`config.mk`:
```
export PLATFORM = sky130hd
export DESIGN_NAME = nfc_host
export DESIGN_NICKNAME = d
export VERILOG_FILES = /design/src/rtl/nfc_sync.v /design/src/rtl/nfc_host.v
export VERILOG_INCLUDE_DIRS = /design/src /design/src/rtl
export SDC_FILE = /design/constraint.sdc
export NUM_CORES = 1
export LEC_CHECK = 0
export BUFFER_PORTS_ARGS = -buffer_cell sky130_fd_sc_hd__buf_2
export CORE_MARGIN = 2
export CORE_UTILIZATION = 49
export DETAILED_ROUTE_END_ITERATION = 8
export PLACE_DENSITY = 0.8
export REMOVE_ABC_BUFFERS = 1
export SYNTH_ARGS = -nofsm -noshare
export SYNTH_HDL_FRONTEND = slang
export SYNTH_HIERARCHICAL = 1
export SYNTH_SLANG_ARGS = --single-unit
```
`constraint.sdc`:
```
create_clock -name clock -period 2.72 [get_ports clock]
set_clock_uncertainty 0.05 [all_clocks]
set_input_delay 0.544 -clock clock [delete_from_list [all_inputs] [get_ports clock]]
set_output_delay 0.544 -clock clock [all_outputs]
set_load 0.02 [all_outputs]
```
`src/rtl/nfc_regs.vh`:
```
`ifndef NFC_REGS_VH
`define NFC_REGS_VH
// ==========================================
// Clock and timing figures
`define NFC_CLK_PERIOD_NS   10
// Strobe low width and recovery, ns
`define NFC_WR_PULSE_NS     35
`define NFC_WR_RECOV_NS     20
// Access times, ns
`define NFC_ADDR_ACCESS_NS  70
`define NFC_SEL_ACCESS_NS   70
`define NFC_OE_ACCESS_NS    30
// Reset pulse minimum and high recovery, ns
`define NFC_RESET_PULSE_NS  500
`define NFC_RESET_HIGH_NS   50
// Cycle counts, least times rounded up
`define NFC_CYC(ns) (((ns) + `NFC_CLK_PERIOD_NS - 1) / `NFC_CLK_PERIOD_NS)
// ==========================================
// Address fields, word mode
`define NFC_ADDR_W          21
`define NFC_DATA_W          16
`define NFC_BANK_MSB        20
`define NFC_BANK_LSB        18
`define NFC_SECT_MSB        20
`define NFC_SECT_LSB        15
// ==========================================
// Request opcodes
`define NFC_OP_READ         2'h0
`define NFC_OP_WRITE        2'h1
`define NFC_OP_RESET        2'h2
`define NFC_OP_IDLE         2'h3
`endif

```
`src/rtl/nfc_sync.v`:
```
// ==========================================
// Three-stage synchroniser; change taken when stages 2 and 3 agree
module nfc_sync
(
  // Clock and reset
  input  wire clock,
  input  wire rst_n,
  // Async level and filtered result
  input  wire din,
  output reg  dout_r
);
  reg s1_r;
  reg s2_r;
  reg s3_r;

  // Stage 1 feeds stage 2 only
  always @(posedge clock or negedge rst_n)
  begin
    if (!rst_n)
    begin
      s1_r   <= 1'b0;
      s2_r   <= 1'b0;
      s3_r   <= 1'b0;
      dout_r <= 1'b0;
    end
    else
    begin
      s1_r <= din;
      s2_r <= s1_r;
      s3_r <= s2_r;
      if (s2_r == s3_r)
        dout_r <= s3_r;
    end
  end
endmodule

```
`src/rtl/nfc_host.v`:
```
`include "nfc_regs.vh"
module nfc_host
(
  // Clock and reset
  input  wire                    clock,
  input  wire                    arst_n,
  // User request
  input  wire                    req_valid,
  input  wire [1:0]              req_op,
  input  wire [`NFC_ADDR_W-1:0]  req_addr,
  input  wire [`NFC_DATA_W-1:0]  req_wdata,
  output wire                    req_ready,
  // User answer
  output reg                     rsp_valid_r,
  output reg  [`NFC_DATA_W-1:0]  rsp_rdata_r,
  output wire [1:0]              rsp_bank,
  output wire [5:0]              rsp_sector,
  // User accelerate request and busy view
  input  wire                    accel_req,
  output wire                    dev_busy,
  // Flash pins
  output reg  [`NFC_ADDR_W-1:0]  flash_addr_r,
  input  wire [`NFC_DATA_W-1:0]  data_lines_in,
  output reg  [`NFC_DATA_W-1:0]  data_lines_out_r,
  output reg                     data_lines_oe_r,
  output reg                     flash_sel_n_r,
  output reg                     write_n_r,
  output reg                     out_en_n_r,
  output reg                     flash_reset_n_r,
  output reg                     accel_high_r,
  input  wire                    ready_busy_out
);
  // ==========================================
  // Timing counts derived from clock rate
  localparam integer WR_PULSE_I = `NFC_CYC(`NFC_WR_PULSE_NS);
  localparam integer WR_RECOV_I = `NFC_CYC(`NFC_WR_RECOV_NS);
  localparam integer ADDR_I     = `NFC_CYC(`NFC_ADDR_ACCESS_NS + `NFC_OE_ACCESS_NS);
  localparam integer SEL_I      = `NFC_CYC(`NFC_SEL_ACCESS_NS + `NFC_OE_ACCESS_NS);
  localparam integer RST_LOW_I  = `NFC_CYC(`NFC_RESET_PULSE_NS);
  localparam integer RST_HIGH_I = `NFC_CYC(`NFC_RESET_HIGH_NS);
  localparam [7:0] WR_PULSE_CYC = WR_PULSE_I[7:0];
  localparam [7:0] WR_RECOV_CYC = WR_RECOV_I[7:0];
  localparam [7:0] ADDR_CYC     = ADDR_I[7:0];
  localparam [7:0] SEL_CYC      = SEL_I[7:0];
  localparam [7:0] RST_LOW_CYC  = RST_LOW_I[7:0];
  localparam [7:0] RST_HIGH_CYC = RST_HIGH_I[7:0];

  // States
  localparam [2:0] ST_IDLE  = 3'h0;
  localparam [2:0] ST_WLOW  = 3'h1;
  localparam [2:0] ST_WREC  = 3'h2;
  localparam [2:0] ST_READ  = 3'h3;
  localparam [2:0] ST_RLOW  = 3'h4;
  localparam [2:0] ST_RHIGH = 3'h5;

  // ==========================================
  // Reset release through two flops
  reg rst_a_r;
  reg rst_n_r;
  always @(posedge clock or negedge arst_n)
  begin
    if (!arst_n)
    begin
      rst_a_r <= 1'b0;
      rst_n_r <= 1'b0;
    end
    else
    begin
      rst_a_r <= 1'b1;
      rst_n_r <= rst_a_r;
    end
  end

  // Busy pin is asynchronous to us
  wire rb_sync;
  nfc_sync u_rb_sync
  (
    .clock  (clock),
    .rst_n  (rst_n_r),
    .din    (ready_busy_out),
    .dout_r (rb_sync)
  );
  assign dev_busy = ~rb_sync;

  // Address field decoding, used for answer and pin checks
  function [1:0] bank_of;
    input [`NFC_ADDR_W-1:0] a;
    reg   [2:0]             sel;
    begin
      // Banks are unequal: one eighth at each end, three eighths in between
      sel     = a[`NFC_BANK_MSB:`NFC_BANK_LSB];
      bank_of = (sel == 3'h7) ? 2'h0 : (sel[2] ? 2'h1 : ((sel == 3'h0) ? 2'h3 : 2'h2));
    end
  endfunction
  function [5:0] sector_of;
    input [`NFC_ADDR_W-1:0] a;
    begin
      sector_of = a[`NFC_SECT_MSB:`NFC_SECT_LSB];
    end
  endfunction
  assign rsp_bank   = bank_of(flash_addr_r);
  assign rsp_sector = sector_of(flash_addr_r);

  reg [2:0] state_r;
  reg [2:0] state_nxt;
  reg [7:0] cnt_r;
  reg [7:0] cnt_nxt;
  reg       cold_r;                 // Device in standby since last access
  reg       cold_nxt;
  reg [`NFC_ADDR_W-1:0] last_addr_r;
  reg [`NFC_ADDR_W-1:0] last_addr_nxt;

  assign req_ready = (state_r == ST_IDLE) && (req_op != `NFC_OP_IDLE);

  // ==========================================
  // Sequencer: one bus cycle per request; program flow is the user's
  always @*
  begin
    state_nxt     = state_r;
    cnt_nxt       = cnt_r;
    cold_nxt      = cold_r;
    last_addr_nxt = last_addr_r;
    case (state_r)
      ST_IDLE:
      begin
        if (req_valid && req_ready)
        begin
          last_addr_nxt = req_addr;
          case (req_op)
            `NFC_OP_WRITE:
            begin
              state_nxt = ST_WLOW;
              cnt_nxt   = WR_PULSE_CYC;
            end
            `NFC_OP_READ:
            begin
              state_nxt = ST_READ;
              // Standby exit needs full select access
              cnt_nxt   = cold_r ? SEL_CYC : ADDR_CYC;
            end
            default:
            begin
              state_nxt = ST_RLOW;
              cnt_nxt   = RST_LOW_CYC;
            end
          endcase
        end
      end
      ST_WLOW:
      begin
        cnt_nxt = cnt_r - 8'h01;
        if (cnt_r == 8'h01)
        begin
          state_nxt = ST_WREC;
          cnt_nxt   = WR_RECOV_CYC;
        end
      end
      ST_WREC, ST_READ:
      begin
        cnt_nxt = cnt_r - 8'h01;
        if (cnt_r == 8'h01)
        begin
          state_nxt = ST_IDLE;
          cold_nxt  = 1'b1;                   // Select drops, standby next
        end
      end
      ST_RLOW:
      begin
        cnt_nxt = cnt_r - 8'h01;
        if (cnt_r == 8'h01)
        begin
          state_nxt = ST_RHIGH;
          cnt_nxt   = RST_HIGH_CYC;
        end
      end
      ST_RHIGH:
      begin
        if (cnt_r != 8'h00)
          cnt_nxt = cnt_r - 8'h01;
        // Busy pin must also clear before reads resume
        if (cnt_r <= 8'h01 && rb_sync)
        begin
          cnt_nxt   = 8'h00;
          state_nxt = ST_IDLE;
          cold_nxt  = 1'b1;
        end
      end
      default:
        state_nxt = ST_IDLE;
    endcase
  end

  // ==========================================
  // State registers and pin drive; all pins from flops
  always @(posedge clock or negedge rst_n_r)
  begin
    if (!rst_n_r)
    begin
      state_r          <= ST_IDLE;
      cnt_r            <= 8'h00;
      cold_r           <= 1'b1;
      last_addr_r      <= {`NFC_ADDR_W{1'b0}};
      flash_addr_r     <= {`NFC_ADDR_W{1'b0}};
      data_lines_out_r <= {`NFC_DATA_W{1'b0}};
      data_lines_oe_r  <= 1'b0;
      flash_sel_n_r    <= 1'b1;
      write_n_r        <= 1'b1;
      out_en_n_r       <= 1'b1;
      flash_reset_n_r  <= 1'b1;
      accel_high_r     <= 1'b0;
      rsp_valid_r      <= 1'b0;
      rsp_rdata_r      <= {`NFC_DATA_W{1'b0}};
    end
    else
    begin
      state_r     <= state_nxt;
      cnt_r       <= cnt_nxt;
      cold_r      <= (state_r == ST_IDLE && req_valid && req_ready) ? 1'b0 : cold_nxt;
      last_addr_r <= last_addr_nxt;
      rsp_valid_r <= 1'b0;
      // Accelerate only when the user asks; pin always driven
      accel_high_r <= accel_req;
      if (state_r == ST_IDLE && req_valid && req_ready)
      begin
        flash_addr_r <= req_addr;
        case (req_op)
          `NFC_OP_WRITE:
          begin
            flash_sel_n_r    <= 1'b0;
            write_n_r        <= 1'b0;
            out_en_n_r       <= 1'b1;
            data_lines_out_r <= req_wdata;
            data_lines_oe_r  <= 1'b1;
          end
          `NFC_OP_READ:
          begin
            flash_sel_n_r <= 1'b0;
            out_en_n_r    <= 1'b0;
          end
          default:
            flash_reset_n_r <= 1'b0;
        endcase
      end
      else if (state_r == ST_WLOW && cnt_r == 8'h01)
      begin
        // Device latches data on the rising write edge
        write_n_r     <= 1'b1;
        flash_sel_n_r <= 1'b1;
      end
      else if (state_r == ST_WREC && cnt_r == 8'h01)
      begin
        data_lines_oe_r <= 1'b0;
        rsp_valid_r     <= 1'b1;
      end
      else if (state_r == ST_READ && cnt_r == 8'h01)
      begin
        rsp_rdata_r   <= data_lines_in;
        rsp_valid_r   <= 1'b1;
        out_en_n_r    <= 1'b1;
        flash_sel_n_r <= 1'b1;
      end
      else if (state_r == ST_RLOW && cnt_r == 8'h01)
        flash_reset_n_r <= 1'b1;
      else if (state_r == ST_RHIGH && state_nxt == ST_IDLE)
        rsp_valid_r <= 1'b1;
    end
  end
endmodule

```
==> run summary, run 1 <==
The cell area after layout is 4279 um2. Summed over all layers, the global routing overflow is 0. The clock net in this run drives a total of 77 sinks.

The setup TNS was 0 ns. The clock transition time at the flip-flop clock pins of the worst setup and hold paths is 0.08 ns, and the number of distinct library cell variants in the gate-level netlist after synthesis is 48. The ratio of final minimum period to clock period came out at 91.87%.

The clock tree synthesis step divided the H-tree into 3 levels. The signal on the critical path passes through inv_1, ha_1, or3b_2, or4_4, mux2_4. Setup repair after global routing left no endpoint under its margin. The die span in y came out at 86.91 um. After floorplanning, the core was divided into 30 placement rows.

Gates resized during post-CTS repair numbered 0. At the later pin of the worst-skew pair, clock insertion delay measures 0.35 ns. After synthesis, flip-flops and latches occupy 57.36% of the total area. Counting along the longest clock path gives a buffer depth of 2. The logs give 0 for the count of antenna-violating nets left after detailed routing and 0 for the final number of max-transition violations.

The top cell type's share of synthesized area was 54.23%. Derived from the worst setup path, the maximum achievable clock frequency is 400.2 MHz. Max-cap violations in this run came to 0.

The share of synthesized flip-flops with an asynchronous set or reset is 100.0%, and the half-perimeter wire length of the detailed placement result is 5218 um. The initial antenna violation count is 0, and the top-level port count is 130. The slowest stage of the critical path belongs to the cell or4_4. The growth of design area from synthesis to finish came out at 27.04%. The number of fill cells in the layout is 501, and the mean post-synth cell area is 13.00 um2. TritonCTS built the clock tree. The tools report the kind of start point of the critical path as a flop. The tools report the number of buffers created by CTS as 9. For this block, the via count after detailed routing is 2578. The count of unresolved DRC violations after routing was 0. STA puts the critical path data arrival time at 2.67 ns. The synthesized netlist occupies a cell area of 3368 um2.

For the area of the multi-input gates, the log shows 1299 um2. The first-pass GRT wire length came out at 11320 um. In this run the tightest slew margin relative to its limit is 59.16%. The tools report the total cell area at the placement stage as 4069 um2. The tools report the element type at the critical path end as a flop. The maximum single-stage delay on the critical path is 0.66 ns. Largest net degree at the start of global routing: 50. The cell sitting at the root of the clock tree is a clkbuf_8. The time the worst path needs with I/O delays and setup was 2.499 ns.

The setup fix buffers added after clock tree synthesis was 0; the starting density of the core was 50.13%. The Yosys step of the flow raised 6 warnings. In this run the static leakage power is 2.139 nW.

In this run, the number of DRC markers left after iteration 0 of detailed routing was 244. Dividing total power by cell area gives a power density of 1284 nW/um2. The routed design has 7187 um of wire.

Yosys attributes the largest share of cell area to dfrtp_1, mux2_2, mux2_4. The cts-stage hold buffer count was 1. Setup violations remaining at the end of the flow were counted as 0. The tightest min-delay check is of the flop to asynchronous set/reset pin type. Buffer and inverter count on the worst path: 1. Of the cells placed in the final design, the portion with a size suffix greater than 1 is 55.05%. The worst setup path is of the flop to flop kind. The flow ran to the end, and the final reports show no timing, DRC or antenna violations. The logs give 0 for the diode insertion count for antenna repair and 454 for the final layout net count.

The via count of the first global-routing pass came out at 2528. Summed over all instances, the cell type with the most area after synthesis is dfrtp_1. Among cell families on the critical path, the largest total delay comes from simple AND/OR/NAND/NOR gates. The core region is 6719 um2. Yosys instantiated no cell more often than dfrtp_1.

The average detailed-routed wire length per instance was 15.10 um; the final-report hold violation count was 0. For this run, the leading register cell type out of synthesis is dfrtp_1. The die width was 86.91 um; the required time of the critical path was 2.90 ns. VDD sags by at most 0.6712 mV. The pre-antenna-repair detailed-routing pass consisted of 4 iterations. Of all nets on the critical path, the largest fanout is 17. Counting every instance in the synthesized netlist gives 259. For the pin with the worst max-slew slack, the measured transition is 0.6125 ns. The count of buffers from port buffering works out to 129.

The number of flops mapped to enable cells by yosys is 0, and the last weighted congestion value of the routability-driven placer is 0.8760. The global routing usage summed across all routing layers came out at 19.53%. The die covers 7553 um2. In the synthesized netlist, the cells that appear most often are dfrtp_1, mux2_2, o21ai_0.

Summing all flip-flop and latch instances after layout gives 1933 um2. The number of vias per cell is 5.416. Number of synthesized register bits: 77.
==> worst paths after layout <==
kind,from,end,slack [ns],cells past startpoint
worst max-delay path,cnt_r[1],rsp_rdata_r[3],0.22,5
worst min-delay path,rst_n_r,data_lines_out_r[14],0.24,0
worst max register to register,cnt_r[1],rsp_rdata_r[3],0.22,5
worst min register to register,rst_n_r,data_lines_out_r[14],0.24,0
max in group asynchronous,rst_n_r,flash_reset_n_r,1.66,1
min in group clock,ready_busy_out,u_rb_sync/s1_r,0.25,1
==> cells in the final DEF, fill, tap and decap left out, types with 3 or more instances in the layout <==
cell type / synthesis / layout
a21o_1: 3 / 3
inv_1: 9 / 9
nor3_1: 5 / 5
mux2_2: 44 / 44
and2_1: 3 / 3
dfrtp_1: 73 / 72
dfstp_2: 4 / 4
mux2_4: 9 / 9
ha_1: 3 / 3
buf_4: 6 / 5
clkbuf_8: 0 / 10
nand2_1: 12 / 12
o31ai_1: 5 / 5
o21ai_0: 13 / 13
nand3_1: 6 / 6
buf_2: 1 / 129
nor2_1: 9 / 9
a21oi_1: 7 / 7
==> report_power, final <==
part	internal, mW	switching (mW)
Combinational	1.11	1.46
Sequential	1.68	0.389
Clock	0.451	0.418
Total	3.23	2.26
==> area by class of cell <==
cell class                      count  share of cell area, %
Clock inverter                      5                  1.374
Sequential cell                    77                  45.18
Multi-Input combinational cell    158                  30.35
Timing Repair Buffer              136                  16.67
Clock buffer                       11                  3.304
Inverter                            9                 0.7895
Tap cell                           80                  2.339
==> worst reg2reg max path: stages, from the launching register on <==
cell	delay, ns
dfrtp_1	0.44
inv_1	0.15
ha_1	0.24
or3b_2	0.48
or4_4	0.66
mux2_4	0.36
==> metrics by stage <==
stage / setup WS, ns / hold slack [ns] / cells / util (%) / power [mW]
5_1_grt: 0.1352 / 0.2451 / 476 / 63.69 / 5.830
2_1_floorplan: 0.3738 / 0.1984 / 244 / - / 3.760
4_1_cts: 0.2384 / 0.2417 / 476 / 63.69 / 5.528
3_5_place_dp: 0.2527 / 0.2434 / 459 / 60.56 / 4.649
6_report: 0.2211 / 0.2393 / 476 / 63.69 / 5.495
3_3_place_gp: 0.3220 / 0.2442 / 459 / 60.56 / 4.548
==> state kept, by name (all words and copies together), names as in the netlist <==
signal / cells
cnt_r: 8
u_rb_sync/dout_r: 1
rsp_valid_r: 1
flash_reset_n_r: 1
state_r: 3
rst_n_r: 1
flash_sel_n_r: 1
out_en_n_r: 1
flash_addr_r: 21
u_rb_sync/s3_r: 1
rst_a_r: 1
accel_high_r: 1
rsp_rdata_r: 16
u_rb_sync/s2_r: 1
data_lines_oe_r: 1
u_rb_sync/s1_r: 1
data_lines_out_r: 16
write_n_r: 1
==> cells by family after synthesis <==
group | synth area share [%]
buffers and inverters | 4.086
AOI/OAI and AO/OA | 9.287
DFF | 57.36
muxes | 19.02
and+or+nand+nor | 8.692
other | 0.1113
adders and majority gates | 1.449
==> routing by layer <==
| layer | up-vias | wire (um) | GRT usage (%) |
|---|---|---|---|
| li1 | 1194 | - | - |
| met1 | 1260 | 2924 | 23.43 |
| met2 | 111 | 3644 | 31.78 |
| met3 | 13 | 491 | 5.403 |
| met4 | 0 | 127 | 10.80 |
| met5 | - | 0 | 0 |
No activity file was read; power rests on OpenSTA's default activity.
==> run 2: changes to the inputs <==
--- a/config.mk
+++ b/config.mk
@@ -9,6 +9,7 @@
 export BUFFER_PORTS_ARGS = -buffer_cell sky130_fd_sc_hd__buf_2
 export CORE_MARGIN = 2
 export CORE_UTILIZATION = 49
+export CTS_CLUSTER_SIZE = 20
 export DETAILED_ROUTE_END_ITERATION = 8
 export PLACE_DENSITY = 0.8
 export REMOVE_ABC_BUFFERS = 1
==> constraint.sdc (replaced) <==
create_clock -name clock -period 2.72 [get_ports clock]
set_clock_uncertainty 0.05 [all_clocks]
set_input_delay 0.272 -clock clock [delete_from_list [all_inputs] [get_ports clock]]
set_output_delay 0.272 -clock clock [all_outputs]
set_load 0.02 [all_outputs]
==> run summary, run 2 (same netlist as run 1, synthesis figures left out) <==
The via count of the first global-routing pass is 2439. For the worst setup path, the data required time is 2.89 ns. Highest achievable clock rate: 401.0 MHz. The standby leakage power was 2.157 nW; the number of cells upsized or downsized after cts was 0. The largest registers in the layout are flash_addr_r: 21 flops, data_lines_out_r: 16 flops, rsp_rdata_r: 16 flops.

During I/O placement, the number of pins put on the boundary was 130. The floorplan step set the die height to 86.91 um. The first-pass GRT wire length is 11230 um.

The run gives 77 as the total number of clock tree sinks. The switching share of power is 40.69%. From synthesis to final layout, the design area changed by 27.86%.

The wire-length estimate of the detail-placed layout is 5256 um. The logs give 0 for the final number of max-transition violations and 0.8610 for the last weighted congestion value of the routability-driven placer. Setup repair after global routing left no endpoint under its margin. The count of nets left with antenna violations once routing finished came out at 0. The smallest clock period supported by the final layout is computed as 2.494 ns. The final-report hold violation count is 0, and the worst-case vdd ir drop is 0.6954 mV. For the H-tree depth, the log shows 3. In the layout the commonest cells are buf_2, dfrtp_1, mux2_2. The maximum fanout encountered on the critical timing path is 17. Top register by number of flip-flops: flash_addr_r. The logs give 59.69% for the relative slew slack and 3.258 mW for the internal power component. The setup fix buffers added after clock tree synthesis came out at 0. The worst setup path is of the flop to flop kind. The tree is rooted in a clkbuf_8. The final critical-path setup slack is 0.2265 ns, and the clock transition time at the flip-flop clock pins of the worst setup and hold paths is 0.08 ns. STA puts the critical path data arrival time at 2.67 ns.

The worst-case clock buffer depth is 2. For the logic gate share of total power, the log shows 46.6%. For this design the total switching power over the nets is 2.235 mW. The routed wire length came out at 7079 um. The floorplan step defined a core boundary enclosing 6719 um2. During placement, the flow inserted port buffers numbering 129. The tightest min-delay check is of the input port to flop type. The register with the most flip-flops in the layout has 21 of them. At the pin with the least slew margin, the transition time is 0.6046 ns. After the last flow step, the layout net total stands at 456. The share of total power dissipated in the clock network is 16.0%. Clock latency on the worst-skew pair, taken at its later pin, is 0.34 ns. In this run, the number of DRC markers left after iteration 0 of detailed routing was 211. The tools report the count of unresolved DRC violations after routing as 0. The tools report the global routing usage summed across all routing layers as 19.14%. In this run the power density over the cells is 1276 nW/um2.

The finished layout holds 478 standard cells, fillers aside. The first detailed-routing pass took 4 iterations. Dividing the detail-routed wire length by the instance count gives 14.81 um. Setup violations remaining at the end of the flow were counted as 0. The routed layout has 2553 vias. 0 antenna diodes ended up in the layout. For the setup TNS, the log shows 0 ns. TritonCTS built the clock tree. The tools report the relative contribution of sequential cells to total power as 37.5%. Entering global routing, the biggest net connects 50 pins. STA classifies the critical path startpoint as a flop. The initial antenna violation count came out at 0. Of the cells placed in the final design, the portion with a size suffix greater than 1 is 55.03%. The floorplan step defined a die boundary enclosing 7553 um2. The worst path uses 91.67% of the clock period. Max-cap violations in this run came to 0. Dividing the detail-routed via count by the number of cells gives 5.341. Die width: 86.91 um. Buffers inserted during clock tree synthesis total 9. Timing analysis after detailed placement gives a worst setup slack of 0.2510 ns.

For the sum of overflow across all layers after global routing, the log shows 0. The run finished with clean final reports. The tools report the element type at the critical path end as a flop.

The library cell used most frequently in the layout, excluding fill and tap cells, is buf_2. After detailed placement, the design holds a cell count of 459. The number of cell rows is 30, and the number of fill cells in the layout is 511.

The starting density of the core is 50.13%.
run 2: path summary, 6_finish.rpt:
path                             startpoint                    to  slack, ns  depth (start not counted)
hold reg to reg                     rst_n_r  data_lines_out_r[11]       0.23                          0
max in group asynchronous           rst_n_r         flash_sel_n_r       1.67                          1
setup / recovery                   cnt_r[1]        rsp_rdata_r[3]       0.23                          5
min in group asynchronous            arst_n               rst_a_r       0.20                          2
hold / removal             data_lines_in[2]        rsp_rdata_r[2]       0.11                          2
setup reg to reg                   cnt_r[1]        rsp_rdata_r[3]       0.23                          5
run 2: power by group through the flow:
stage	combinational, mW	clock [mW]	sequential [mW]
after CTS	2.58	0.907	2.06
final	2.56	0.879	2.06
after detailed placement	2.57	0	2.08
after global routing	2.76	0.951	2.14
after global placement	2.50	0	2.04
after floorplan	1.12	0	2.64
run 2: cell type report:
class | instances | area [um2] | area share [%]
sequential | 77 | 1933 | 44.89
multi-input combinational | 158 | 1299 | 30.16
inverter | 9 | 33.78 | 0.7844
tap | 80 | 100.1 | 2.324
clock inverter | 5 | 56.30 | 1.307
timing repair buffer | 138 | 733.2 | 17.02
clock buffer | 11 | 151.4 | 3.515
run 2: what timing repair did:
| item | 4_1_cts | 5_1_grt |
|---|---|---|
| setup endpoints to repair | 0 | 0 |
| hold buffers | 3 | 0 |
| hold endpoints to repair | 4 | 0 |
run 2: critical path, stage by stage, from the launching register on:
cell and delay, ns:
dfrtp_1 0.44, inv_1 0.15, ha_1 0.25, or3b_2 0.48, or4_4 0.66, mux2_4 0.35
run 2: metal layers:
layer  track usage (%)  part of all wire (%)
met5                 0                     0
met4             7.244                   1.1
met3             5.782                   6.1
met2             31.58                    52
met1             23.70                    41
run 2: stage by stage:
stage	util, %	power, mW	hold slack [ns]	instance area (um2)
6_report	64.10	5.493	0.1061	4307
5_1_grt	64.10	5.850	0.08275	4307
4_1_cts	64.10	5.543	0.08730	4307
2_1_floorplan	-	3.760	-0.07359	3264
3_3_place_gp	60.56	4.546	0.007255	4069
3_5_place_dp	60.56	4.645	0.01353	4069
==> run 3: changes to the inputs <==
--- a/config.mk
+++ b/config.mk
@@ -15,5 +15,4 @@
 export REMOVE_ABC_BUFFERS = 1
 export SYNTH_ARGS = -nofsm -noshare
 export SYNTH_HDL_FRONTEND = slang
-export SYNTH_HIERARCHICAL = 1
 export SYNTH_SLANG_ARGS = --single-unit
==> run summary, run 3 <==
STA classifies the critical path endpoint as a flop. The number of setup violations in the final report came out at 0. After floorplanning, the core was sized to cover 6794 um2. The library cell occupying the most area in the post-synthesis netlist is dfrtp_1. OpenSTA, run right after detailed placement, puts the worst setup slack at 0.3783 ns. Number of distinct library cell variants in the gate-level netlist after synthesis: 51. The required time of the critical path was 2.90 ns; the number of synthesized register bits was 77.

In this run the static leakage power is 2.175 nW. The worst-case IR drop observed on VDD is 0.8277 mV. 130 I/O pins were placed. The run gives 532 as the number of fill cells in the layout. Overall power consumption after layout is estimated at 5.279 mW. The tree built by TritonCTS fans out to 77 sinks.

In the post-synthesis netlist, the biggest area contributors are dfrtp_1, nand2_1, mux2_2. The setup TNS was 0 ns; the synthesized instance count was 302. For the setup fix buffers added after clock tree synthesis, the log shows 0.

The most critical setup path has its startpoint at cnt_r[1]. The logs give 2677 for the via count of the first global-routing pass and 216 for the violation count after the first detailed-routing iteration. The maximum single-stage delay on the critical path came out at 0.67 ns.

STA classifies the critical path startpoint as a flop. In this run the worst path has a maximum fanout of 17. Commonest non-fill, non-tap cell in the layout: buf_2. The logs give 12400 um for the first-pass GRT wire length and 0.35 ns for the clock insertion delay at the later pin of the skew report. The total overflow left after global routing is 0. The endpoint identified for the worst register-to-register timing path is rsp_rdata_r[5]. The first TritonRoute pass finished after 4 iterations.

dfrtp_1 is the most common cell in the netlist. Detailed routing inserted a total of 2772 vias. The tool flagged a number of max-cap violations equal to 0.

In the routed design, unresolved DRC markers number 0. The worst hold path stage count works out to 3. The cell family contributing the most delay on the critical path is simple AND/OR/NAND/NOR gates. The detail route stage leaves a number of antenna-violating nets equal to 0. Excluding fillers, the count of instances in the completed layout stands at 533.

The post-synth design cell area was 3428 um2. The buffer and inverter count on the worst path is 1, and the average detailed-routed wire length per instance is 14.56 um. The run gives 53.50% as the relative slew slack. The repair_antennas step left the layout with diodes totalling 0. The die covers 7682 um2. For the half-perimeter wire length of the detailed placement result, the log shows 5699 um. The largest registers in the layout are flash_addr_r: 21 flops, data_lines_out_r: 16 flops, rsp_rdata_r: 16 flops.

Once the clock tree was built, the resizer swapped 0 gates to a different size. Sorting the synthesized cells by how often they occur yields dfrtp_1, nand2_1, mux2_2. During synthesis, Yosys emitted a total of 0 warnings.

The last weighted congestion value of the routability-driven placer came out at 0.9588. The synthesized design contains 0 enable-type register cells. The final number of max-transition violations is 0. Cells with a size suffix above 1 make up 43.94% of the layout.

The synthesized design devotes to its leading area cell type 53.28% of total area. The tools report the startpoint of the lowest-slack register-to-register path as cnt_r[1]. In this run the worst hold path is classified as input port to flop.

In this run the tool buffered the top-level ports with 129 buffer cells. The final-report hold violation count is 0, and the mean post-synth cell area is 11.35 um2. In the layout the commonest cells are buf_2, dfrtp_1, nand2_1. The ratio of final minimum period to clock period is 86.87%.

The termination of the worst setup path was rsp_rdata_r[5]. The slowest stage of the critical path is the or3_1 cell. The clock transition time at the flip-flop clock pins of the worst setup and hold paths works out to 0.09 ns. The power per cell area is 1217 nW/um2, and the die span in y is 87.65 um. The H-tree generated during clock tree synthesis spans 3 levels. In the final design database the tool counted 495 nets. TritonCTS built the clock tree.

The highest achievable clock rate was 423.2 MHz. Relative to the synthesized area, the layout overhead comes to 26.57%. Across every metal layer, demand over resource in global routing totals 20.85%.

Traced cell by cell, the critical path runs through inv_1, ha_1, nor4b_2, nand2_1, or3_1, mux2_1. For flop-to-flop paths, the worst setup slack is 0.36 ns. The number of buffers created by CTS was 9. The top register by number of flip-flops is flash_addr_r. Entering global routing, the biggest net connects 31 pins. The tools report the number of placed cells counting well taps as 514. The tools report the initial antenna violation count as 0. Measured in cells, the most critical reg-to-reg path has a length of 6. STA puts the critical path data arrival time at 2.55 ns. The flow ran to the end, and the final reports show no timing, DRC or antenna violations. The most used flip-flop cell after synthesis is dfrtp_1. The share of synthesized flip-flops with an asynchronous set or reset is 100.0%, and the final critical-path setup slack is 0.3572 ns. For this configuration, the core starts out at a cell density of 50.46%.

The worst path needs 2.363 ns of the cycle, external delays included. The tools report the buffer type at the clock tree root as clkbuf_8. The flip-flop count of the largest register, all copies and words added was 21. Setup repair after global routing left no endpoint under its margin. At the pin with the least slew margin, the transition time is 0.6975 ns. The floorplan has 30 rows.

No sink is reached through more buffers than the 2 on the longest clock path. After synthesis, flip-flops and latches occupy 56.35% of the total area. The number of cells on the critical path is 6.

The number of vias per cell was 5.201. By startpoint and endpoint, the worst setup path is classified as flop to flop. The die width is 87.65 um. The routed wire length is 7762 um.
run 3: cell type report:
cell class | instances | area [um2] | area share, %
Tap cell | 96 | 120.1 | 2.768
Timing Repair Buffer | 139 | 728.2 | 16.78
Clock buffer | 10 | 127.6 | 2.941
Inverter | 7 | 26.28 | 0.6055
Multi-Input combinational cell | 198 | 1309 | 30.16
Clock inverter | 6 | 95.09 | 2.191
Sequential cell | 77 | 1933 | 44.55
run 3: power breakdown:
part           internal (mW)  switching, mW
Clock                  0.527          0.440
Sequential              1.60          0.350
Combinational          0.914           1.45
run 3: per-stage QoR:
stage	utilization, %	hold WS [ns]	cell area [um2]
floorplan	-	-0.07359	3267
global placement	60.15	0.007315	4086
detailed placement	60.15	0.007860	4086
CTS	63.87	0.05041	4339
global route	63.87	0.04903	4339
finish	63.87	0.05674	4339
run 3: what timing repair did:
action,CTS,global route
endpoints found under the setup margin,0,0
hold endpoints to repair,4,0
hold buffers,3,0
run 3: cells by family (layout without fill, tap and decap cells):
logic type                 count (synthesis)  in the layout  share of synthesized area (%)
xor gates and xnor gates                   1              1                         0.2555
adders and majority gates                  4              4                          1.387
and+or+nand+nor                          106            106                          14.34
other                                      1              1                         0.1094
DFF                                       77             77                          56.35
AOI/OAI and AO/OA                         54             54                          11.57
buffers and inverters                     27            162                          5.474
muxes                                     32             32                          10.51
run 3: tightest hold or removal path, delay by kind of cell:
kind,cells,cell delay (ns)
buffers and inverters,1,0.08
AND/OR/NAND/NOR,2,0.08
run 3: per-layer routing:
metal / GRT usage [%] / vias to the layer above / part of all wire [%]
li1: - / 1300 / -
met1: 26.70 / 1325 / 41
met2: 33.82 / 134 / 48
met3: 6.126 / 13 / 9.2
met4: 7.552 / 0 / 1.6
met5: 0 / - / 0
run 3: how the worst min path moves through the flow:
stage / startpoint / endpoint
detailed placement: arst_n / rst_a_r
global route: req_addr[13] / flash_addr_r[13]
finish: req_addr[4] / flash_addr_r[4]
CTS: req_addr[4] / flash_addr_r[4]
global placement: arst_n / rst_a_r
floorplan: arst_n / rst_a_r
